**config.mk**
```make
export PLATFORM = sky130hd
export DESIGN_NAME = mia_arbiter
export DESIGN_NICKNAME = d
export VERILOG_FILES = /design/src/pkg/mia_pkg.sv /design/src/rtl/mia_arbiter.sv /design/src/rtl/mia_prio_pick.sv
export SDC_FILE = /design/constraint.sdc
export NUM_CORES = 1
export LEC_CHECK = 0
export BUFFER_PORTS_ARGS = -buffer_cell sky130_fd_sc_hd__buf_4
export CORE_MARGIN = 10
export CORE_UTILIZATION = 49
export CTS_CLUSTER_SIZE = 12
export DETAILED_ROUTE_END_ITERATION = 8
export HOLD_SLACK_MARGIN = 0.03
export PLACE_DENSITY = 0.85
export SETUP_SLACK_MARGIN = 0.05
export SLEW_MARGIN = 20
export SYNTH_ARGS = -nofsm -noshare
export SYNTH_HDL_FRONTEND = slang
export SYNTH_SLANG_ARGS = --single-unit
```
**constraint.sdc**
```tcl
create_clock -name ref_clk -period 4.45 [get_ports ref_clk]
set_clock_uncertainty 0.05 [all_clocks]
set_input_delay 0 -clock ref_clk [delete_from_list [all_inputs] [get_ports ref_clk]]
set_output_delay 0 -clock ref_clk [all_outputs]
set_load 0.01 [all_outputs]
```
**src/pkg/mia_pkg.sv**
```systemverilog
// constants and carrier types for the maskable interrupt arbiter
package mia_pkg;
	// maskable sources, index 0 has the highest fixed priority
	localparam int MIA_NUM_MASK = 15;
	localparam logic [3:0] MIA_SRC_EXTREQ = 4'h0;
	localparam logic [3:0] MIA_SRC_RTTICK = 4'h1;
	localparam logic [3:0] MIA_SRC_ICAP1  = 4'h2;
	localparam logic [3:0] MIA_SRC_ICAP2  = 4'h3;
	localparam logic [3:0] MIA_SRC_ICAP3  = 4'h4;
	localparam logic [3:0] MIA_SRC_OCMP1  = 4'h5;
	localparam logic [3:0] MIA_SRC_OCMP2  = 4'h6;
	localparam logic [3:0] MIA_SRC_OCMP3  = 4'h7;
	localparam logic [3:0] MIA_SRC_OCMP4  = 4'h8;
	localparam logic [3:0] MIA_SRC_IC4OC5 = 4'h9;
	localparam logic [3:0] MIA_SRC_TMROVF = 4'hA;
	localparam logic [3:0] MIA_SRC_PAOVF  = 4'hB;
	localparam logic [3:0] MIA_SRC_PAEDGE = 4'hC;
	localparam logic [3:0] MIA_SRC_SERPER = 4'hD;
	localparam logic [3:0] MIA_SRC_SERCOM = 4'hE;
	// nonmaskable sources, index 4 has the highest priority
	localparam int MIA_NUM_NMI = 5;
	localparam int MIA_NMI_PSEUDO = 0;
	localparam int MIA_NMI_SWTRAP = 1;
	localparam int MIA_NMI_ILLOP  = 2;
	localparam int MIA_NMI_WDOG   = 3;
	localparam int MIA_NMI_CLKMON = 4;
	// source id of a nonmaskable source is its index plus this base
	localparam logic [4:0] MIA_NMI_ID_BASE = 5'h0F;
	// dispatch table in nonvolatile memory, eight bytes per source
	localparam logic [15:0] MIA_TBL_BASE = 16'hAE20;
	localparam logic [15:0] MIA_TBL_LAST = 16'hAEBF;
	localparam int MIA_TBL_SHIFT = 3;
	// reset values
	localparam logic MIA_GMASK_RST = 1'b1;
	localparam logic [3:0] MIA_ELEV_RST = MIA_SRC_EXTREQ;

	// service request presented to the core sequencer
	typedef struct packed {
		logic        active;
		logic [4:0]  srcId;
		logic [15:0] vecAddr;
	} mia_svc_t;
endpackage

```
**src/rtl/mia_arbiter.sv**
```systemverilog
// interrupt recognition, arbitration and service sequencing
// Notes on behaviour
// - a maskable source counts only while its flag and local mask are both set; the external request has no local mask and counts on its flag alone
// - a recognized maskable source is serviced only with the global mask clear
// - pending requests are taken in priority order, not arrival order
// - fixed maskable priority, one selectable source may be raised to the top
// - nonmaskable requests outrank all maskable ones and are taken at once
// - entering service saves state, then sets the global mask
// - return restores state, clears the global mask, then next request or resume
// - vectors point into a protectable dispatch table at AE20 to AEBF
// - fifteen maskable and five nonmaskable sources are provided
// - a one-hot flag write clears only the flagged bits
// - after reset the external request is the top maskable source
`timescale 1ns/100ps
module mia_arbiter
	import mia_pkg::*;
#(
	parameter int N = MIA_NUM_MASK
) (
	input  wire logic                   ref_clk,
	input  wire logic                   rstn,
	input  wire logic [N-1:0]           eventIn,
	input  wire logic [N-1:0]           localMask,
	input  wire logic                   extReqN,
	input  wire logic                   extLevelMode,
	input  wire logic                   flagClrWr,
	input  wire logic [N-1:0]           flagClrData,
	input  wire logic                   elevWr,
	input  wire logic [3:0]             elevData,
	input  wire logic [MIA_NUM_NMI-1:0] nmiIn,
	input  wire logic                   setGlobalMask,
	input  wire logic                   clrGlobalMask,
	input  wire logic                   returnFromInterruptOp,
	input  wire logic                   tableWrReq,
	input  wire logic [15:0]            tableWrAddr,
	input  wire logic                   nonvolatileWriteProtect,
	output logic [N-1:0]                flags_r,
	output logic                        globalMask_r,
	output logic                        saveState_r,
	output logic                        restoreState_r,
	output mia_svc_t                    svc_r,
	output logic                        tableWrOk_r
);
	typedef enum logic [3:0] {
		ST_IDLE    = 4'h1,
		ST_SAVE    = 4'h2,
		ST_SERVE   = 4'h4,
		ST_RESTORE = 4'h8
	} mia_state_t;

	mia_state_t state_r;
	mia_state_t state_nxt;
	logic [MIA_NUM_NMI-1:0] nmiPend_r;
	logic [3:0]             elevSel_r;
	logic                   extReqNDly_r;
	logic [N-1:0]           recognized;
	logic [N-1:0]           effMask;
	logic                   maskValid;
	logic [3:0]             maskIdx;
	logic                   nmiValid;
	logic [4:0]             nmiId;
	logic                   takeMask;
	logic                   takeNmi;
	logic [4:0]             pickId;
	logic [4:0]             pendId_r;

	// table slot of a source; eight bytes each fill the table exactly
	function automatic logic [15:0] slotAddr(input logic [4:0] id);
		slotAddr = MIA_TBL_BASE + (16'(id) << MIA_TBL_SHIFT);
	endfunction

	////////////////////////////////////////////////////////////////////////
	// recognition
	// the external request has no local mask, so its mask bit is forced on
	always_comb begin
		effMask = localMask;
		effMask[MIA_SRC_EXTREQ] = 1'b1;
	end
	assign recognized = flags_r & effMask;

	mia_prio_pick #(
		.N(N)
	) u_pick (
		.reqIn    (recognized),
		.elevSel  (elevSel_r),
		.pickValid(maskValid),
		.pickIdx  (maskIdx)
	);

	// highest index wins among nonmaskable requests
	always_comb begin
		nmiValid = 1'b0;
		nmiId = 5'h00;
		for (int j = 0; j < MIA_NUM_NMI; j++) begin
			if (nmiPend_r[j]) begin
				nmiValid = 1'b1;
				nmiId = MIA_NMI_ID_BASE + 5'(j);
			end
		end
	end

	// nonmaskable ignores the global mask and may nest into a service
	assign takeNmi = nmiValid && ((state_r == ST_IDLE) || (state_r == ST_SERVE));
	assign takeMask = !takeNmi && maskValid && !globalMask_r && (state_r == ST_IDLE);
	assign pickId = takeNmi ? nmiId : {1'b0, maskIdx};

	////////////////////////////////////////////////////////////////////////
	// flags: a new event beats a clear in the same cycle
	always_ff @(posedge ref_clk) begin
		if (!rstn) begin
			flags_r <= '0;
			extReqNDly_r <= 1'b1;
		end else begin
			extReqNDly_r <= extReqN;
			for (int k = 0; k < N; k++) begin
				if (eventIn[k]) begin
					flags_r[k] <= 1'b1;
				end else if (flagClrWr && flagClrData[k]) begin
					flags_r[k] <= 1'b0;
				end
			end
			// the external request latches a falling edge or follows the level
			if (extLevelMode) begin
				flags_r[MIA_SRC_EXTREQ] <= !extReqN;
			end else if (extReqNDly_r && !extReqN) begin
				flags_r[MIA_SRC_EXTREQ] <= 1'b1;
			end else if (takeMask && (maskIdx == MIA_SRC_EXTREQ)) begin
				flags_r[MIA_SRC_EXTREQ] <= 1'b0;
			end
		end
	end

	// nonmaskable pending bits drop when their service is taken
	always_ff @(posedge ref_clk) begin
		if (!rstn) begin
			nmiPend_r <= '0;
		end else begin
			for (int m = 0; m < MIA_NUM_NMI; m++) begin
				if (nmiIn[m]) begin
					nmiPend_r[m] <= 1'b1;
				end else if (takeNmi && (nmiId == MIA_NMI_ID_BASE + 5'(m))) begin
					nmiPend_r[m] <= 1'b0;
				end
			end
		end
	end

	// elevation select; out-of-range values leave the fixed order alone
	always_ff @(posedge ref_clk) begin
		if (!rstn) begin
			elevSel_r <= MIA_ELEV_RST;
		end else if (elevWr) begin
			elevSel_r <= elevData;
		end
	end

	////////////////////////////////////////////////////////////////////////
	// service sequence
	always_comb begin
		state_nxt = state_r;
		case (state_r)
			ST_IDLE: begin
				if (takeNmi || takeMask) begin
					state_nxt = ST_SAVE;
				end
			end
			ST_SAVE: begin
				state_nxt = ST_SERVE;
			end
			ST_SERVE: begin
				if (takeNmi) begin
					state_nxt = ST_SAVE;
				end else if (returnFromInterruptOp) begin
					state_nxt = ST_RESTORE;
				end
			end
			ST_RESTORE: begin
				state_nxt = ST_IDLE;
			end
			default: begin
				state_nxt = ST_IDLE;
			end
		endcase
	end

	always_ff @(posedge ref_clk) begin
		if (!rstn) begin
			state_r <= ST_IDLE;
			pendId_r <= 5'h00;
		end else begin
			state_r <= state_nxt;
			if (takeNmi || takeMask) begin
				pendId_r <= pickId;
			end
		end
	end

	// state is saved one cycle before the mask goes up
	always_ff @(posedge ref_clk) begin
		if (!rstn) begin
			saveState_r <= 1'b0;
			restoreState_r <= 1'b0;
		end else begin
			saveState_r <= (state_nxt == ST_SAVE);
			restoreState_r <= (state_r == ST_SERVE) && !takeNmi && returnFromInterruptOp;
		end
	end

	// global mask: reset sets it, service sets it, return clears it
	always_ff @(posedge ref_clk) begin
		if (!rstn) begin
			globalMask_r <= MIA_GMASK_RST;
		end else if (state_r == ST_SAVE) begin
			globalMask_r <= 1'b1;
		end else if (restoreState_r) begin
			globalMask_r <= 1'b0;
		end else if (setGlobalMask) begin
			globalMask_r <= 1'b1;
		end else if (clrGlobalMask) begin
			globalMask_r <= 1'b0;
		end
	end

	// dispatch request to the core, held for the whole service
	always_ff @(posedge ref_clk) begin
		if (!rstn) begin
			svc_r <= '0;
		end else if (state_r == ST_SAVE) begin
			svc_r.active <= 1'b1;
			svc_r.srcId <= pendId_r;
			svc_r.vecAddr <= slotAddr(pendId_r);
		end else if (restoreState_r) begin
			svc_r.active <= 1'b0;
		end
	end

	// table writes are refused while protected or outside the table
	always_ff @(posedge ref_clk) begin
		if (!rstn) begin
			tableWrOk_r <= 1'b0;
		end else begin
			tableWrOk_r <= tableWrReq && !nonvolatileWriteProtect &&
				(tableWrAddr >= MIA_TBL_BASE) && (tableWrAddr <= MIA_TBL_LAST);
		end
	end
endmodule

```
**src/rtl/mia_prio_pick.sv**
```systemverilog
// fixed-priority picker with one elevated maskable source
`timescale 1ns/100ps
module mia_prio_pick
	import mia_pkg::*;
#(
	parameter int N = MIA_NUM_MASK
) (
	input  wire logic [N-1:0] reqIn,
	input  wire logic [3:0]   elevSel,
	output logic              pickValid,
	output logic [3:0]        pickIdx
);
	// scan from lowest priority upward so the lowest index wins
	always_comb begin
		pickValid = 1'b0;
		pickIdx = 4'h0;
		for (int i = N - 1; i >= 0; i--) begin
			if (reqIn[i]) begin
				pickValid = 1'b1;
				pickIdx = 4'(i);
			end
		end
		// the elevated source overrides the fixed order
		if ((32'(elevSel) < N) && reqIn[elevSel]) begin
			pickValid = 1'b1;
			pickIdx = elevSel;
		end
	end
endmodule
```
# Word-level counts from Yosys, hierarchy flattened
# Index checks and enable logic that the tools add are counted.
[totals]
ff_bits = 60
inputBits = 81
word_cells = 206
[op_classes]
addsub = 1
order_cmp = 4
eq_ne = 9
n_mux = 97
n_bitwise = 2
reduce_logical = 62
[ops]
columns = ["operator", "n"]
rows = [
  ["two-way mux 4 bit", 20],
  ["two-way mux 1 bit", 70],
  ["nonzero test 2 bit", 20],
  ["logical AND 1 bit", 32],
  ["two-way mux 5 bit", 5],
  ["equality test 5 bit, second input constant", 4],
  ["adder 16 x 8 -> 16 bit, first input constant", 1],
  ["greater-or-equal comparator 16 bit, second input constant", 1],
  ["<= comparator 16 bit, second input constant", 1],
  ["AND 15 bit", 1],
  ["one-hot mux 4 bit (3 select lines)", 1],
  ["equality test 4 x 2 -> 1 bit, second input constant", 2],
  ["equality test 5 x 4 -> 1 bit, second input constant", 1],
  ["less-than comparator 4 x 5 -> 1 bit, second input constant", 1],
  ["nonzero test 5 bit", 1],
  ["binary-select mux 1 bit (select 4 bit)", 1],
  ["equality test 4 x 1 -> 1 bit, second input constant", 1],
  ["equality test 4 x 3 -> 1 bit, second input constant", 1],
  ["zero test 1 bit", 4],
  ["zero test 4 bit", 1],
  ["less-than comparator 4 bit, second input constant", 1],
  ["nonzero test 3 bit", 1],
  ["logical OR 1 bit", 2],
  ["OR reduction 2 bit", 1],
  ["inverter 1 bit", 1],
]

# Logic depth before layout (Yosys ltp)
# Gate-level depths: netlist of the first run.
[depth]
ltp_word = 24
ltp_mapped = 7
mapped_depth_nobuf = 6

# Modules after synthesis
# From an unflattened synthesis of the first run, not the netlist that was laid out.
[unflattened]
hier_cells = 292
area_unflattened_um2 = 2449.8
[by_module_without_submodules]
columns = ["module", "instances", "cells_each", "area_per_inst_um2", "seq_area_each_um2"]
rows = [
  ["mia_arbiter", 1, 247, 2115.8, 980.9],
  ["mia_prio_pick", 1, 45, 334.1, 0.0],
]

# Least setup slack after synthesis of the first run
# Ideal clock, no wire load.
[synth_path]
kind = "register -> register"
start = "register nmiPend_r[4]"
end = "register flags_r[0]"
setup_ps = 131
t_arrival_ps = 1756
required_ps = 4269
setup_slack_ps = 2513
stages_incl_launch_ff = 7
cell_sequence = "dfxtp_1 -> or4_4 -> nor2_4 -> nand4b_2 -> a211oi_2 -> nor4bb_1 -> a31oi_1"
[synth_via]
elab_chain_len = 10
word_cells_on_any_way = 11
classes_between = "4 x mux; 7 x reduce/logical"
[synth_lines]
columns = ["item", "line", "source"]
rows = [
  ["start, declared", "mia_arbiter.sv:53", "logic [MIA_NUM_NMI-1:0] nmiPend_r;"],
  ["start signal, assigned", "mia_arbiter.sv:136", "nmiPend_r <= '0;"],
  ["start signal, assigned by index", "mia_arbiter.sv:140", "nmiPend_r[m] <= 1'b1;"],
  ["start signal, assigned by index", "mia_arbiter.sv:142", "nmiPend_r[m] <= 1'b0;"],
  ["two-way mux 1 bit (*)", "mia_arbiter.sv:95", "if (nmiPend_r[j]) begin"],
  ["logical AND 1 bit (*)", "mia_arbiter.sv:103", "assign takeNmi = nmiValid && ((state_r == ST_IDLE) || (state_r == ST_SERVE));"],
  ["zero test 1 bit (*)", "mia_arbiter.sv:104", "assign takeMask = !takeNmi && maskValid && !globalMask_r && (state_r == ST_IDLE);"],
  ["logical AND 1 bit (*) (3 in a row)", "mia_arbiter.sv:104", ""],
  ["logical AND 1 bit (*)", "mia_arbiter.sv:127", "end else if (takeMask && (maskIdx == MIA_SRC_EXTREQ)) begin"],
  ["two-way mux 1 bit", "mia_arbiter.sv:127", ""],
  ["two-way mux 1 bit", "mia_arbiter.sv:125", "end else if (extReqNDly_r && !extReqN) begin"],
  ["two-way mux 1 bit", "mia_arbiter.sv:123", "if (extLevelMode) begin"],
  ["end signal, assigned by index", "mia_arbiter.sv:124", "flags_r[MIA_SRC_EXTREQ] <= !extReqN;"],
  ["end, declared", "mia_arbiter.sv:37", "output logic [N-1:0] flags_r,"],
]
# Mark *: on every way between the ends. The rest lies on a longest branch, timed or not.
# A chain may end at the register's enable or synchronous reset.

# Final worst setup path of the first run
[layout_path]
start = "register elevSel_r[0]"
end = "register flags_r[0]"
[layout_via]
elab_chain_len = 11
word_cells_on_any_way = 15
classes_between = "1 x order compare; 7 x mux; 7 x reduce/logical"
[layout_lines]
columns = ["item", "line", "source"]
rows = [
  ["start, declared", "mia_arbiter.sv:54", "logic [3:0] elevSel_r;"],
  ["start signal, assigned", "mia_arbiter.sv:153", "elevSel_r <= elevData;"],
  ["binary-select mux 1 bit (select 4 bit)", "mia_prio_pick.sv:24", "if ((32'(elevSel) < N) && reqIn[elevSel]) begin"],
  ["two-way mux 1 bit (not written as such)", "mia_prio_pick.sv:24", ""],
  ["logical AND 1 bit", "mia_prio_pick.sv:24", ""],
  ["two-way mux 1 bit", "mia_prio_pick.sv:24", ""],
  ["logical AND 1 bit (3 in a row)", "mia_arbiter.sv:104", ""],
  ["logical AND 1 bit (*)", "mia_arbiter.sv:127", ""],
  ["two-way mux 1 bit", "mia_arbiter.sv:127", ""],
  ["two-way mux 1 bit", "mia_arbiter.sv:125", ""],
  ["two-way mux 1 bit", "mia_arbiter.sv:123", ""],
]
# Mark *: on every way between the ends. The rest lies on a longest branch, timed or not. The select of a mux whose other input is x is not followed.

==> results of run 1 <==
layout by cell type (no fill, tap or decap), types with 2 or more instances in the layout:
master | netlist | layout
sky130_fd_sc_hd__buf_4 | 12 | 110
sky130_fd_sc_hd__nand2_1 | 51 | 51
sky130_fd_sc_hd__dlygate4sd3_1 | 0 | 50
sky130_fd_sc_hd__dfxtp_1 | 49 | 49
sky130_fd_sc_hd__a21oi_1 | 40 | 40
sky130_fd_sc_hd__nor2_1 | 39 | 39
sky130_fd_sc_hd__inv_1 | 11 | 10
sky130_fd_sc_hd__mux2i_1 | 6 | 6
sky130_fd_sc_hd__a22oi_1 | 5 | 5
sky130_fd_sc_hd__conb_1 | 1 | 5
sky130_fd_sc_hd__clkbuf_8 | 0 | 5
sky130_fd_sc_hd__nand2b_1 | 4 | 4
sky130_fd_sc_hd__nand4b_1 | 4 | 4
sky130_fd_sc_hd__a31oi_1 | 4 | 4
sky130_fd_sc_hd__nor3_1 | 3 | 3
sky130_fd_sc_hd__nand4_1 | 3 | 3
sky130_fd_sc_hd__o21ai_0 | 3 | 3
sky130_fd_sc_hd__and3_1 | 3 | 3
sky130_fd_sc_hd__nand3_1 | 3 | 3
sky130_fd_sc_hd__o211ai_1 | 3 | 3
sky130_fd_sc_hd__xnor2_1 | 2 | 2
sky130_fd_sc_hd__and4_2 | 2 | 2
sky130_fd_sc_hd__a2111oi_0 | 2 | 2
sky130_fd_sc_hd__a211oi_1 | 2 | 2
sky130_fd_sc_hd__nand3b_1 | 2 | 2
sky130_fd_sc_hd__mux4_2 | 2 | 2
sky130_fd_sc_hd__and2_1 | 2 | 2
critical path, delay by kind of cell (launching register included):
kind / cells / cell delay (ns)
AOI/OAI and AO/OA: 4 / 1.03
and+or+nand+nor: 2 / 0.54
DFF: 1 / 0.58
per-stage QoR:
step | cell area (um^2) | total power, mW | hold slack [ns] | worst slack [ns]
detailed placement | 3264 | 0.9751 | 0.1511 | 2.264
CTS | 3880 | 1.338 | 0.03275 | 2.157
global placement | 3264 | 0.9621 | 0.1457 | 2.291
global route | 3882 | 1.421 | 0.05873 | 1.951
floorplan | 2494 | 0.8238 | 0.05147 | 2.513
finish | 3882 | 1.344 | 0.02914 | 2.127
kinds of logic after synthesis:
logic type | synth area share (%)
AND/OR/NAND/NOR | 25.69
AO/OA/AOI/OAI | 21.86
flip-flops | 39.58
buffers and inverters | 7.269
multiplexers | 4.240
XOR/XNOR | 0.7068
adder cells (fa/ha/maj) | 0.5047
other | 0.1513
worst min path at each step:
| stage | slack, ns | cells past startpoint | to | startpoint |
|---|---|---|---|---|
| 2_1_floorplan | 0.05 | 1 | extReqNDly_r | extReqN |
| 3_3_place_gp | 0.15 | 2 | extReqNDly_r | extReqN |
| 3_5_place_dp | 0.15 | 2 | extReqNDly_r | extReqN |
| 6_report | 0.03 | 4 | flags_r[0] | extLevelMode |
| 5_1_grt | 0.06 | 4 | flags_r[0] | extLevelMode |
| 4_1_cts | 0.03 | 4 | flags_r[0] | extLevelMode |
Yosys cell counts (2+ instances only):
master	instances
sky130_fd_sc_hd__dfxtp_1	49
sky130_fd_sc_hd__nand4b_1	4
sky130_fd_sc_hd__nand3_1	3
sky130_fd_sc_hd__a21oi_1	40
sky130_fd_sc_hd__buf_6	2
sky130_fd_sc_hd__inv_1	11
sky130_fd_sc_hd__mux4_2	2
sky130_fd_sc_hd__nand3b_1	2
sky130_fd_sc_hd__and2_1	2
sky130_fd_sc_hd__a2111oi_0	2
sky130_fd_sc_hd__mux2i_1	6
sky130_fd_sc_hd__nand2b_1	4
sky130_fd_sc_hd__a31oi_1	4
sky130_fd_sc_hd__nor3_1	3
sky130_fd_sc_hd__o21ai_0	3
sky130_fd_sc_hd__nand2_1	51
sky130_fd_sc_hd__and3_1	3
sky130_fd_sc_hd__a22oi_1	5
sky130_fd_sc_hd__xnor2_1	2
sky130_fd_sc_hd__and4_2	2
sky130_fd_sc_hd__nand4_1	3
sky130_fd_sc_hd__o211ai_1	3
sky130_fd_sc_hd__nor2_1	39
sky130_fd_sc_hd__clkbuf_1	6
sky130_fd_sc_hd__buf_4	12
sky130_fd_sc_hd__a211oi_1	2
sequential cells by signal (all words and copies together), names as in the netlist, 4 cells and up:
register and cells:
nmiPend_r 5, state_r 4, svc_r 11, flags_r 15, pendId_r 5, elevSel_r 4
per-layer routing:
layer,vias up,wire length [um]
met5,-,0
met4,0,163
met3,28,731
met2,147,4462
met1,1267,3310
li1,1362,-
area by class of cell:
cell class                 count  area (um^2)  share of cell area, %
timing repair buffer         160         1326                  34.16
clock inverter                 3        46.29                  1.192
antenna                        1        2.502                0.06445
tap                           67        83.83                  2.159
multi-input combinational    225         1333                  34.32
sequential                    49        980.9                  25.27
clock buffer                   5        68.82                  1.772
inverter                      11        41.29                  1.063
power by group through the flow:
| stage | clock network [mW] | registers [mW] | logic (mW) |
|---|---|---|---|
| floorplan | 0 | 0.568 | 0.256 |
| global placement | 0 | 0.567 | 0.395 |
| detailed placement | 0 | 0.571 | 0.404 |
| CTS | 0.329 | 0.561 | 0.448 |
| global route | 0.343 | 0.575 | 0.504 |
| finish | 0.323 | 0.564 | 0.456 |
repair_timing:
| action | 4_1_cts | 5_1_grt |
|---|---|---|
| resized for setup | 0 | 0 |
| setup buffers | 0 | 0 |
| hold buffers | 50 | 0 |
| endpoints found under the hold margin | 34 | 0 |
==> impl_summary.txt, run 1 <==
----------------------------------------------------
[STA]
  Number of hold violations in the final report ... 0
  Fin Setup TNS ... 0 ns
  Least-Margin Pin Slew ... a little under 0.7 ns
  Clock period minus worst slack ... roughly 2.3 ns
  RSZ-0062 raised after global routing ... no
  Achievable frequency ... about 0.43 GHz
  Number of max-slew violations in the final report ... 0
  Period utilisation layout ... a little over half
  Worst relative slew slack ... around 54%
  Final number of setup-violating endpoints ... 0

[Power and ir drop]
  Peak VDD IR ... 204.4 uV
  Part of the total power dissipated in sequential elements ... between 40% and 50%
  Portion of total power attributed to the clock network ... around 24%
  Fraction of power consumed by combinational cells ... 34.0%
  Pwr Density ... approximately 350 mW/mm^2
  Switching component of the power ... about 0.45 mW
  Cell leakage power ... between 1.5 and 2 nW
  Internal Dissipation ... a little under 0.9 mW
  Switching share of power ... 33.50%

[Routing]
  Number of design rule violations left after detail routing ... 0
  ANT nets after route ... 0
  Iter 0 DRT Violations ... 253
  Wirelength, routed ... between 8000 and 9000 um
  Via density ... around 5.4
  WL/cell ... about 17 um
  Vias after detailed routing ... approximately 2.8k
  Number of iterations in the first detailed-routing pass ... 5

[Setup path]
  Critical path start-end classification ... flip-flop to flip-flop
  Slowest-stage cell, CP ... sky130_fd_sc_hd__dfxtp_1
  Critical path destination ... flags_r[0]
  Crit path from ... elevSel_r[0]
  Capture instance of the worst register-to-register path ... flags_r[0]
  WP data arrival ... between 2 and 2.5 ns
  Required time reported for the critical path endpoint ... around 4.6 ns
  Register-to-register path setup slack ... 2.13 ns
  Element type at the critical path end ... flip-flop
  Worst r2r path cells ... 6
  Kind of launch point of the worst setup path ... flip-flop
  Critical Path Fanout Max ... 11
  CP max stage delay ... ~0.58 ns
  Launching point of the worst reg2reg path ... elevSel_r[0]
  List of cells traversed by the critical path ... and3b_1, a311o_1, a32o_2, a2111oi_2, nor4bb_1, a31oi_1

[Run]
  Number of max-cap violations ... 0

[Min path]
  Classification of the worst-slack hold path ... input port to flip-flop

[Clocking]
  Total CTS buffers ... 5
  CTS H-tree depth ... 2
  Clk buf depth ... 2
  Clk sink count ... 49
  Clock insertion delay at the later pin of the skew report ... just over 0.3 ns
  Worst-path clk slew ... about 0.09 ns
  Root cell of the clock tree ... sky130_fd_sc_hd__clkbuf_8
  Clock tree from TritonCTS ... yes

[Cells and area]
  Layout Cells excl Fill ... 521
  Layout overhead on the synthesized area ... 56.64%
  Final-layout fill cell count ... ~340
  Fin nets ... 534
  Fraction of layout instances using a drive strength above 1 ... a little under a third
  Final design utilization ... 80.60%

[Synth]
  Unique cell type count in the Yosys netlist ... 63
  Syn Area/Cell ... a little over 8 um^2
  Synthesized instance count ... ~300
  Synth Warn # ... 0
  Number of enable-type register cells in the synthesized netlist ... 0
  Share of the synthesized area in the top cell type ... 39.58%
  Post-synthesis async set-or-reset flop share ... 0%
  Flip-flop cell with the highest count after synthesis ... sky130_fd_sc_hd__dfxtp_1
  Sequential share of the synthesized area ... 39.58%
  Post-synthesis sequential element count ... a little under 50
  Library cell with the largest summed area after synthesis ... sky130_fd_sc_hd__dfxtp_1
  Cell Area, Synth ... roughly 0.0025 mm^2
  Leading cell types by total area after synthesis ... sky130_fd_sc_hd__dfxtp_1 (40%), sky130_fd_sc_hd__a21oi_1 (8.1%), sky130_fd_sc_hd__nand2_1 (7.7%), sky130_fd_sc_hd__nor2_1 (5.9%), sky130_fd_sc_hd__buf_4 (3.6%)

[Global route]
  Initial antenna violation count ... 1
  First-pass GRT wire length ... around 14,000 um
  Number of global-route vias before repair ... about 2.9k
  Met2 Resource Use GR ... 36.46%
  Global-route usage over all layers ... 20.07%
  Met1 Resource Use GR ... 21.74%
  Largest net degree at the start of global routing ... 40
  Grt peak-use layer ... met2
  Final global-route overflow total ... 0
  GR met3 Demand/Resource ... under 10%

[Floorplan]
  Effective utilization at floorplan ... between 50% and 60%
  Floorplan row count ... 25
  Area of the core ... about 0.0048 mm^2
  Boundary pin count ... 122
  Die Height ... approximately 91 um
  Die outline area ... between 0.008 and 0.009 mm^2
  Die boundary width ... approximately 91 um

[Placed design]
  Placed Cells incl. Taps ... around 460
  Number of buffers inserted by port buffering ... 110
  Placed wire-length estimate after detailed placement ... around 5700 um
  Gp weighted congestion ... just under 0.9

[Run status]
  Status ... completed

----------------------------------------------------
No activity file was read; power rests on OpenSTA's default activity.
==> inputs of run 2 (changes only) <==
--- a/config.mk
+++ b/config.mk
@@ -7,11 +7,11 @@
 export LEC_CHECK = 0
 export BUFFER_PORTS_ARGS = -buffer_cell sky130_fd_sc_hd__buf_4
 export CORE_MARGIN = 10
-export CORE_UTILIZATION = 49
+export CORE_UTILIZATION = 46
 export CTS_CLUSTER_SIZE = 12
 export DETAILED_ROUTE_END_ITERATION = 8
 export HOLD_SLACK_MARGIN = 0.03
-export PLACE_DENSITY = 0.85
+export PLACE_DENSITY = 0.8
 export SETUP_SLACK_MARGIN = 0.05
 export SLEW_MARGIN = 20
 export SYNTH_ARGS = -nofsm -noshare
==> constraint.sdc (replaced) <==
create_clock -name ref_clk -period 2.4 [get_ports ref_clk]
set_clock_uncertainty 0.05 [all_clocks]
set_input_delay 0 -clock ref_clk [delete_from_list [all_inputs] [get_ports ref_clk]]
set_output_delay 0 -clock ref_clk [all_outputs]
set_load 0.01 [all_outputs]
==> run 2 against run 1 <==
  * Sequential share of layout area shrank 0.22 points
  * Hold slack gained 0.074 ns
  * Non-clock buffer count grew 4
  * Utilization shrank 4.9 points
  * Highest routed layer unchanged
  * Cell count grew 1.2%
  * Flip-flop and latch count is the same
  * Clock-buffer cell count is the same
  * Register-to-register slack lost 1.8 ns
  * Final area grew 0.87%
==> impl_summary.txt, run 2 (synthesized netlist as in run 1, its figures left out) <==
----------------------------------------------------
[Run status]
  Status ... completed (unchanged)

[STA]
  Achievable frequency ... 0.4734 GHz (was 0.4305 GHz)
  Least-Margin Pin Slew ... 0.7168 ns (was 0.6913 ns)
  Number of hold violations in the final report ... 0 (unchanged)
  RSZ-0062 raised after global routing ... no (unchanged)
  Clock period minus worst slack ... 2.112 ns (was 2.323 ns)
  Number of max-slew violations in the final report ... 0 (unchanged)
  Hold slack ... 0.1028 ns (was 0.02914 ns)
  Worst relative slew slack ... 52.16% (was 53.85%)
  Final number of setup-violating endpoints ... 0 (unchanged)
  Crit path setup slack, layout ... 0.2878 ns (was 2.127 ns)
  Period utilisation layout ... 88.01% (was 52.21%)
  Fin Setup TNS ... 0 ns (unchanged)

[Cells and area]
  Layout Cells excl Fill ... 527 (was 521)
  Leading cell type in the layout, fill and taps excluded ... sky130_fd_sc_hd__buf_4 (unchanged)
  Final-layout fill cell count ... 388 (was 338)
  Fin nets ... 538 (was 534)
  Commonest cells after routing, fill and taps aside ... sky130_fd_sc_hd__buf_4 (113), sky130_fd_sc_hd__nand2_1 (51), sky130_fd_sc_hd__dlygate4sd3_1 (51), sky130_fd_sc_hd__dfxtp_1 (49), sky130_fd_sc_hd__a21oi_1 (40) (was sky130_fd_sc_hd__buf_4 (110), sky130_fd_sc_hd__nand2_1 (51), sky130_fd_sc_hd__dlygate4sd3_1 (50), sky130_fd_sc_hd__dfxtp_1 (49), sky130_fd_sc_hd__a21oi_1 (40))
  Flip-flop count of the largest register, all copies and words added ... 15 (unchanged)
  Fraction of layout instances using a drive strength above 1 ... 30.85% (was 30.68%)
  Layout overhead on the synthesized area ... 58.00% (was 56.64%)
  Largest reg by FF count ... flags_r (unchanged)
  Leading registers by flop count ... flags_r x15, svc_r x11 (unchanged)
  Number of diodes added for antenna fixing ... 0 (was 1)

[Global route]
  Final global-route overflow total ... 0 (unchanged)
  First-pass GRT wire length ... 13,380 um (was 14,070 um)
  Initial antenna violation count ... 0 (was 1)
  Global-route usage over all layers ... 18.46% (was 20.07%)
  Largest net degree at the start of global routing ... 24 (was 40)
  Number of global-route vias before repair ... 2,841 (was 2,874)

[Setup path]
  Launching point of the worst reg2reg path ... elevSel_r[0] (unchanged)
  Register-to-register path setup slack ... 0.29 ns (was 2.13 ns)
  Kind of launch point of the worst setup path ... flip-flop (unchanged)
  Worst Path Buf+Inv ... 0 (unchanged)
  Capture instance of the worst register-to-register path ... flags_r[0] (unchanged)
  Element type at the critical path end ... flip-flop (unchanged)
  Worst r2r path cells ... 6 (unchanged)
  WP data arrival ... 2.26 ns (was 2.46 ns)
  Critical path start-end classification ... flip-flop to flip-flop (unchanged)
  Crit path from ... elevSel_r[0] (unchanged)
  Slowest-stage cell, CP ... sky130_fd_sc_hd__dfxtp_1 (unchanged)
  Critical Path Fanout Max ... 5 (was 11)
  Worst path top cell family by delay ... compound AO/OA/AOI/OAI gates (unchanged)
  Required time reported for the critical path endpoint ... 2.54 ns (was 4.58 ns)
  List of cells traversed by the critical path ... and3b_1, a311o_1, a32o_2, a2111oi_2, nor4bb_1, a31oi_1 (unchanged)
  CP max stage delay ... 0.47 ns (was 0.58 ns)

[Routing]
  WL/cell ... 15.53 um (was 16.64 um)
  Number of iterations in the first detailed-routing pass ... 4 (was 5)
  Number of design rule violations left after detail routing ... 0 (unchanged)
  Wirelength, routed ... 8183 um (was 8668 um)
  Vias after detailed routing ... 2,772 (was 2,804)
  Iter 0 DRT Violations ... 152 (was 253)
  ANT nets after route ... 0 (unchanged)
  Via density ... 5.260 (was 5.382)

[Clocking]
  Clock tree from TritonCTS ... yes (unchanged)
  CTS H-tree depth ... 2 (unchanged)
  Number of post-CTS setup repair buffers ... 0 (unchanged)
  Total CTS buffers ... 5 (unchanged)
  Worst-path clk slew ... 0.09 ns (about the same)
  Clk sink count ... 49 (unchanged)
  Post-cts repair resize count ... 0 (unchanged)
  Root cell of the clock tree ... sky130_fd_sc_hd__clkbuf_8 (unchanged)
  Clk buf depth ... 2 (unchanged)
  Clock insertion delay at the later pin of the skew report ... 0.31 ns (about the same)

[Power and ir drop]
  Peak VDD IR ... 384.6 uV (was 204.4 uV)
  Pwr Density ... 639.4 mW/mm^2 (was 346.1 mW/mm^2)
  Cell leakage power ... 1.762 nW (was 1.742 nW)

[Placed design]
  Placed Cells incl. Taps ... 468 (was 462)
  Number of buffers inserted by port buffering ... 110 (unchanged)
  Post-placement worst setup slack ... 0.3369 ns (was 2.264 ns)
  Gp weighted congestion ... 0.9343 (was 0.8830)
  Placed wire-length estimate after detailed placement ... 5934 um (was 5713 um)

[Floorplan]
  Die Height ... 93.41 um (was 91.12 um)
  Die outline area ... 0.008724 mm^2 (was 0.008303 mm^2)
  Floorplan row count ... 26 (was 25)
  Die boundary width ... 93.41 um (was 91.12 um)
  Effective utilization at floorplan ... 47.92% (was 51.45%)
  Area of the core ... 0.005172 mm^2 (was 0.004817 mm^2)
  Boundary pin count ... 122 (unchanged)

[Min path]
  Worst hold path cell count ... 5 (was 4)
  Classification of the worst-slack hold path ... input port to flip-flop (unchanged)
  Capture endpoint of the worst hold path ... flags_r[0] (unchanged)
  Hold Startpoint ... eventIn[0] (was extLevelMode)

[Run]
  Number of max-cap violations ... 0 (unchanged)

----------------------------------------------------
[run 2: cell types whose count changed in the layout (fill, tap and decap cells not counted)]
| cell | delta |
|---|---|
| sky130_fd_sc_hd__diode_2 | -1 |
| sky130_fd_sc_hd__dlygate4sd3_1 | +1 |
| sky130_fd_sc_hd__inv_1 | +1 |
| sky130_fd_sc_hd__inv_2 | -1 |
| sky130_fd_sc_hd__buf_4 | +3 |
[run 2: cell type report]
class                           instances  area [um^2]  area share (%)
Tap cell                               70        87.58           2.236
Clock buffer                            5        68.82           1.757
Multi-Input combinational cell        225         1333           34.03
Sequential cell                        49        980.9           25.05
Timing Repair Buffer                  164         1359           34.70
Clock inverter                          3        46.29           1.182
Inverter                               11        41.29           1.054
[run 2: through the flow]
step	util, %	area (um^2)	total power, mW
floorplan	-	2494	1.527
global placement	63.62	3291	1.813
detailed placement	63.62	3291	1.841
CTS	75.71	3916	2.508
global route	75.71	3916	2.656
finish	75.71	3916	2.504
[run 2: how the worst max path moves through the flow]
stage | endpoint | slack (ns) | depth (start not counted)
global route | pendId_r[2] | 0.17 | 6
global placement | flags_r[0] | 0.37 | 6
finish | flags_r[0] | 0.29 | 6
CTS | state_r[3] | 0.31 | 5
floorplan | flags_r[0] | 0.46 | 6
detailed placement | flags_r[0] | 0.34 | 6
[run 2: power breakdown]
part	leakage, nW	internal, mW	switching, mW	total [mW]
sequential	0.404	0.930	0.111	1.04
combinational	1.30	0.436	0.430	0.865
clock	0.0543	0.312	0.286	0.598
total	1.76	1.68	0.827	2.50
[run 2: timing repair]
| action | CTS | global route |
|---|---|---|
| hold buffers | 51 | 0 |
| hold endpoints to repair | 32 | 0 |
| setup endpoints to repair | 0 | 0 |
[run 2: routing by layer]
layer | GRT usage [%] | part of all wire, %
met5 | 0 | 0
met1 | 20.98 | 39
met3 | 5.356 | 8.6
met4 | 6.041 | 1.3
met2 | 32.25 | 51
[run 2: worst min-delay path, stage by stage]
cell                      delay [ns]
sky130_fd_sc_hd__buf_4          0.08
sky130_fd_sc_hd__a21oi_1        0.03
sky130_fd_sc_hd__nor2_1         0.10
sky130_fd_sc_hd__o21ai_0        0.09
sky130_fd_sc_hd__a31oi_1        0.13
==> inputs of run 3 (changes only) <==
--- a/config.mk
+++ b/config.mk
@@ -5,13 +5,14 @@
 export SDC_FILE = /design/constraint.sdc
 export NUM_CORES = 1
 export LEC_CHECK = 0
+export ABC_AREA = 1
 export BUFFER_PORTS_ARGS = -buffer_cell sky130_fd_sc_hd__buf_4
 export CORE_MARGIN = 10
-export CORE_UTILIZATION = 46
+export CORE_UTILIZATION = 45
 export CTS_CLUSTER_SIZE = 12
 export DETAILED_ROUTE_END_ITERATION = 8
 export HOLD_SLACK_MARGIN = 0.03
-export PLACE_DENSITY = 0.8
+export PLACE_DENSITY = 0.79
 export SETUP_SLACK_MARGIN = 0.05
 export SLEW_MARGIN = 20
 export SYNTH_ARGS = -nofsm -noshare
==> run 3 against run 2 <==
  * Critical path depth increased by 2
  * Routed wire length rose by 0.86%
  * Hold slack got worse by 0.00051 ns
  * Critical path type is now input port to flip-flop
  * Highest routed layer unchanged
==> impl_summary.txt, run 3 <==
----------------------------------------------------
[Synth]
  Post-synthesis async set-or-reset flop share ... 0% (unchanged)
  Flip-flop cell with the highest count after synthesis ... sky130_fd_sc_hd__dfxtp_1 (unchanged)
  Number of enable-type register cells in the synthesized netlist ... 0 (unchanged)
  Commonest cells in the netlist ... sky130_fd_sc_hd__nand2_1 (94), sky130_fd_sc_hd__nor2_1 (57), sky130_fd_sc_hd__dfxtp_1 (49) (was sky130_fd_sc_hd__nand2_1 (51), sky130_fd_sc_hd__dfxtp_1 (49), sky130_fd_sc_hd__a21oi_1 (40))
  Cell Area, Synth ... 0.002396 mm^2 (was 0.002479 mm^2)
  Synthesized instance count ... 358 (was 302)
  Sequential share of the synthesized area ... 40.94% (was 39.58%)
  Post-synthesis sequential element count ... 49 (unchanged)
  Synth Warn # ... 0 (unchanged)
  Leading cell types by total area after synthesis ... sky130_fd_sc_hd__dfxtp_1 (41%), sky130_fd_sc_hd__nand2_1 (15%), sky130_fd_sc_hd__nor2_1 (8.9%), sky130_fd_sc_hd__a21oi_1 (7.7%), sky130_fd_sc_hd__o21ai_0 (4.4%) (was sky130_fd_sc_hd__dfxtp_1 (40%), sky130_fd_sc_hd__a21oi_1 (8.1%), sky130_fd_sc_hd__nand2_1 (7.7%), sky130_fd_sc_hd__nor2_1 (5.9%), sky130_fd_sc_hd__buf_4 (3.6%))
  Library cell with the largest summed area after synthesis ... sky130_fd_sc_hd__dfxtp_1 (unchanged)
  Syn Area/Cell ... 6.693 um^2 (was 8.207 um^2)
  Unique cell type count in the Yosys netlist ... 31 (was 63)
  Share of the synthesized area in the top cell type ... 40.94% (was 39.58%)
  Most repeated cell in the gate-level netlist after synthesis ... sky130_fd_sc_hd__nand2_1 (unchanged)

[Placed design]
  Gp weighted congestion ... 0.9053 (was 0.9343)
  Placed wire-length estimate after detailed placement ... 5768 um (was 5934 um)
  Post-placement worst setup slack ... 0.5317 ns (was 0.3369 ns)
  Number of buffers inserted by port buffering ... 110 (unchanged)
  Placed Cells incl. Taps ... 524 (was 468)

[Cells and area]
  Largest reg by FF count ... flags_r (unchanged)
  Layout Cells excl Fill ... 592 (was 527)
  Flip-flop count of the largest register, all copies and words added ... 15 (unchanged)
  Commonest cells after routing, fill and taps aside ... sky130_fd_sc_hd__buf_4 (111), sky130_fd_sc_hd__nand2_1 (94), sky130_fd_sc_hd__dlygate4sd3_1 (60), sky130_fd_sc_hd__nor2_1 (57), sky130_fd_sc_hd__dfxtp_1 (49) (was sky130_fd_sc_hd__buf_4 (113), sky130_fd_sc_hd__nand2_1 (51), sky130_fd_sc_hd__dlygate4sd3_1 (51), sky130_fd_sc_hd__dfxtp_1 (49), sky130_fd_sc_hd__a21oi_1 (40))
  Fraction of layout instances using a drive strength above 1 ... 25.48% (was 30.85%)
  Leading cell type in the layout, fill and taps excluded ... sky130_fd_sc_hd__buf_4 (unchanged)
  Layout overhead on the synthesized area ... 62.72% (was 58.00%)
  Final-layout fill cell count ... 388 (unchanged)
  Number of diodes added for antenna fixing ... 0 (unchanged)
  Leading registers by flop count ... flags_r x15, svc_r x11 (unchanged)
  Fin nets ... 603 (was 538)

[Routing]
  Number of design rule violations left after detail routing ... 0 (unchanged)
  WL/cell ... 13.94 um (was 15.53 um)
  ANT nets after route ... 0 (unchanged)
  Iter 0 DRT Violations ... 149 (was 152)
  Wirelength, routed ... 8253 um (was 8183 um)
  Vias after detailed routing ... 2,867 (was 2,772)
  Number of iterations in the first detailed-routing pass ... 4 (unchanged)
  Via density ... 4.843 (was 5.260)

[STA]
  Fin Setup TNS ... 0 ns (unchanged)
  Period utilisation layout ... 93.15% (was 88.01%)
  Final number of setup-violating endpoints ... 0 (unchanged)
  RSZ-0062 raised after global routing ... no (unchanged)
  Number of max-slew violations in the final report ... 0 (unchanged)
  Clock period minus worst slack ... 2.236 ns (was 2.112 ns)
  Number of hold violations in the final report ... 0 (unchanged)
  Crit path setup slack, layout ... 0.1643 ns (was 0.2878 ns)
  Achievable frequency ... 0.4473 GHz (was 0.4734 GHz)

[Global route]
  Initial antenna violation count ... 0 (unchanged)
  Final global-route overflow total ... 0 (unchanged)
  Global-route usage over all layers ... 19.08% (was 18.46%)
  Largest net degree at the start of global routing ... 21 (was 24)
  Number of global-route vias before repair ... 2,977 (was 2,841)
  First-pass GRT wire length ... 13,610 um (was 13,380 um)

[Setup path]
  Kind of launch point of the worst setup path ... input port (was flip-flop)
  Element type at the critical path end ... flip-flop (unchanged)
  Launching point of the worst reg2reg path ... elevSel_r[0] (unchanged)
  WP data arrival ... 2.40 ns (was 2.26 ns)
  Critical path start-end classification ... input port to flip-flop (was flip-flop to flip-flop)
  Critical Path Fanout Max ... 20 (was 5)
  Required time reported for the critical path endpoint ... 2.57 ns (was 2.54 ns)
  Register-to-register path setup slack ... 0.49 ns (was 0.29 ns)
  Crit path from ... rstn (was elevSel_r[0])

[Power and ir drop]
  Pwr Density ... 577.7 mW/mm^2 (was 639.4 mW/mm^2)
  Cell leakage power ... 1.940 nW (was 1.762 nW)
  Peak VDD IR ... 412.7 uV (was 384.6 uV)
  Overall power after layout ... 2.252 mW (was 2.504 mW)

[Clocking]
  Worst-path clk slew ... 0.09 ns (about the same)
  Post-cts repair resize count ... 0 (unchanged)
  Clock tree from TritonCTS ... yes (unchanged)
  Total CTS buffers ... 5 (unchanged)
  Number of post-CTS setup repair buffers ... 0 (unchanged)
  Root cell of the clock tree ... sky130_fd_sc_hd__clkbuf_8 (unchanged)
  Clk buf depth ... 2 (unchanged)
  CTS H-tree depth ... 2 (unchanged)
  Clock insertion delay at the later pin of the skew report ... 0.30 ns (was 0.31 ns)
  Clk sink count ... 49 (unchanged)

[Floorplan]
  Effective utilization at floorplan ... 46.62% (was 47.92%)
  Die outline area ... 0.008643 mm^2 (was 0.008724 mm^2)
  Floorplan row count ... 26 (unchanged)
  Boundary pin count ... 122 (unchanged)
  Die boundary width ... 92.97 um (was 93.41 um)
  Die Height ... 92.97 um (was 93.41 um)
  Area of the core ... 0.005140 mm^2 (was 0.005172 mm^2)

[Min path]
  Classification of the worst-slack hold path ... input port to flip-flop (unchanged)
  Hold Startpoint ... eventIn[0] (unchanged)

[Run status]
  Status ... completed (unchanged)

[Run]
  Number of max-cap violations ... 0 (unchanged)

----------------------------------------------------
[run 3: repair_timing]
item                                    CTS  global route
hold endpoints to repair                 41             0
endpoints found under the setup margin    0             0
hold buffers                             60             0
[run 3: path summary, 6_finish.rpt]
check,to,cells past startpoint
worst max-delay path,tableWrOk_r,8
worst min-delay path,flags_r[0],7
worst max register to register,flags_r[0],11
worst min register to register,svc_r[17],2
[run 3: power by group]
group / internal, mW / switching [mW]
sequential: 0.917 / 0.0795
clock: 0.208 / 0.280
combinational: 0.370 / 0.398
total: 1.49 / 0.758
[run 3: per-layer routing]
metal / wire length (um) / share of wire [%] / track usage, % / up-vias
met1: 3084 / 37 / 18.89 / 1300
li1: - / - / - / 1464
met5: 0 / 0 / 0 / -
met4: 165 / 2.0 / 6.684 / 0
met3: 561 / 6.8 / 5.915 / 16
met2: 4442 / 54 / 36.45 / 87
[run 3: kinds of logic (layout without fill, tap and decap cells)]
kind of cell | count (synthesis) | after routing | synth area share (%)
AO/OA/AOI/OAI | 70 | 70 | 15.46
XOR/XNOR | 1 | 1 | 0.3656
adder cells (fa/ha/maj) | 1 | 1 | 0.5221
buffers and inverters | 51 | 211 | 10.03
flip-flops | 49 | 49 | 40.94
other | 1 | 5 | 0.1565
AND/OR/NAND/NOR | 185 | 185 | 32.53
[run 3: stage by stage]
| stage | hold slack, ns | util [%] | cell area [um^2] |
|---|---|---|---|
| after global placement | 0.1404 | 62.49 | 3212 |
| after detailed placement | 0.1545 | 62.49 | 3212 |
| after floorplan | 0.04458 | - | 2411 |
| final | 0.1023 | 75.85 | 3899 |
| after CTS | 0.08175 | 75.85 | 3899 |
| after global routing | 0.1490 | 75.85 | 3899 |
[run 3: cell type report]
cell class                 instances  area [um^2]  share of cell area (%)
multi-input combinational        262         1190                   30.52
inverter                          32        120.1                   3.081
sequential                        49        980.9                   25.16
clock buffer                       6        72.57                   1.861
timing repair buffer             171         1434                   36.78
tap                               70        87.58                   2.246
clock inverter                     2        13.76                  0.3530
[run 3: critical path, cell delays in order]
cell	delay, ns
sky130_fd_sc_hd__dlygate4sd3_1	0.53
sky130_fd_sc_hd__buf_4	0.23
sky130_fd_sc_hd__nand2_1	0.07
sky130_fd_sc_hd__nor3_1	0.13
sky130_fd_sc_hd__dlygate4sd3_1	0.57
sky130_fd_sc_hd__nand2_1	0.05
sky130_fd_sc_hd__dlygate4sd3_1	0.56
sky130_fd_sc_hd__nor4_1	0.26
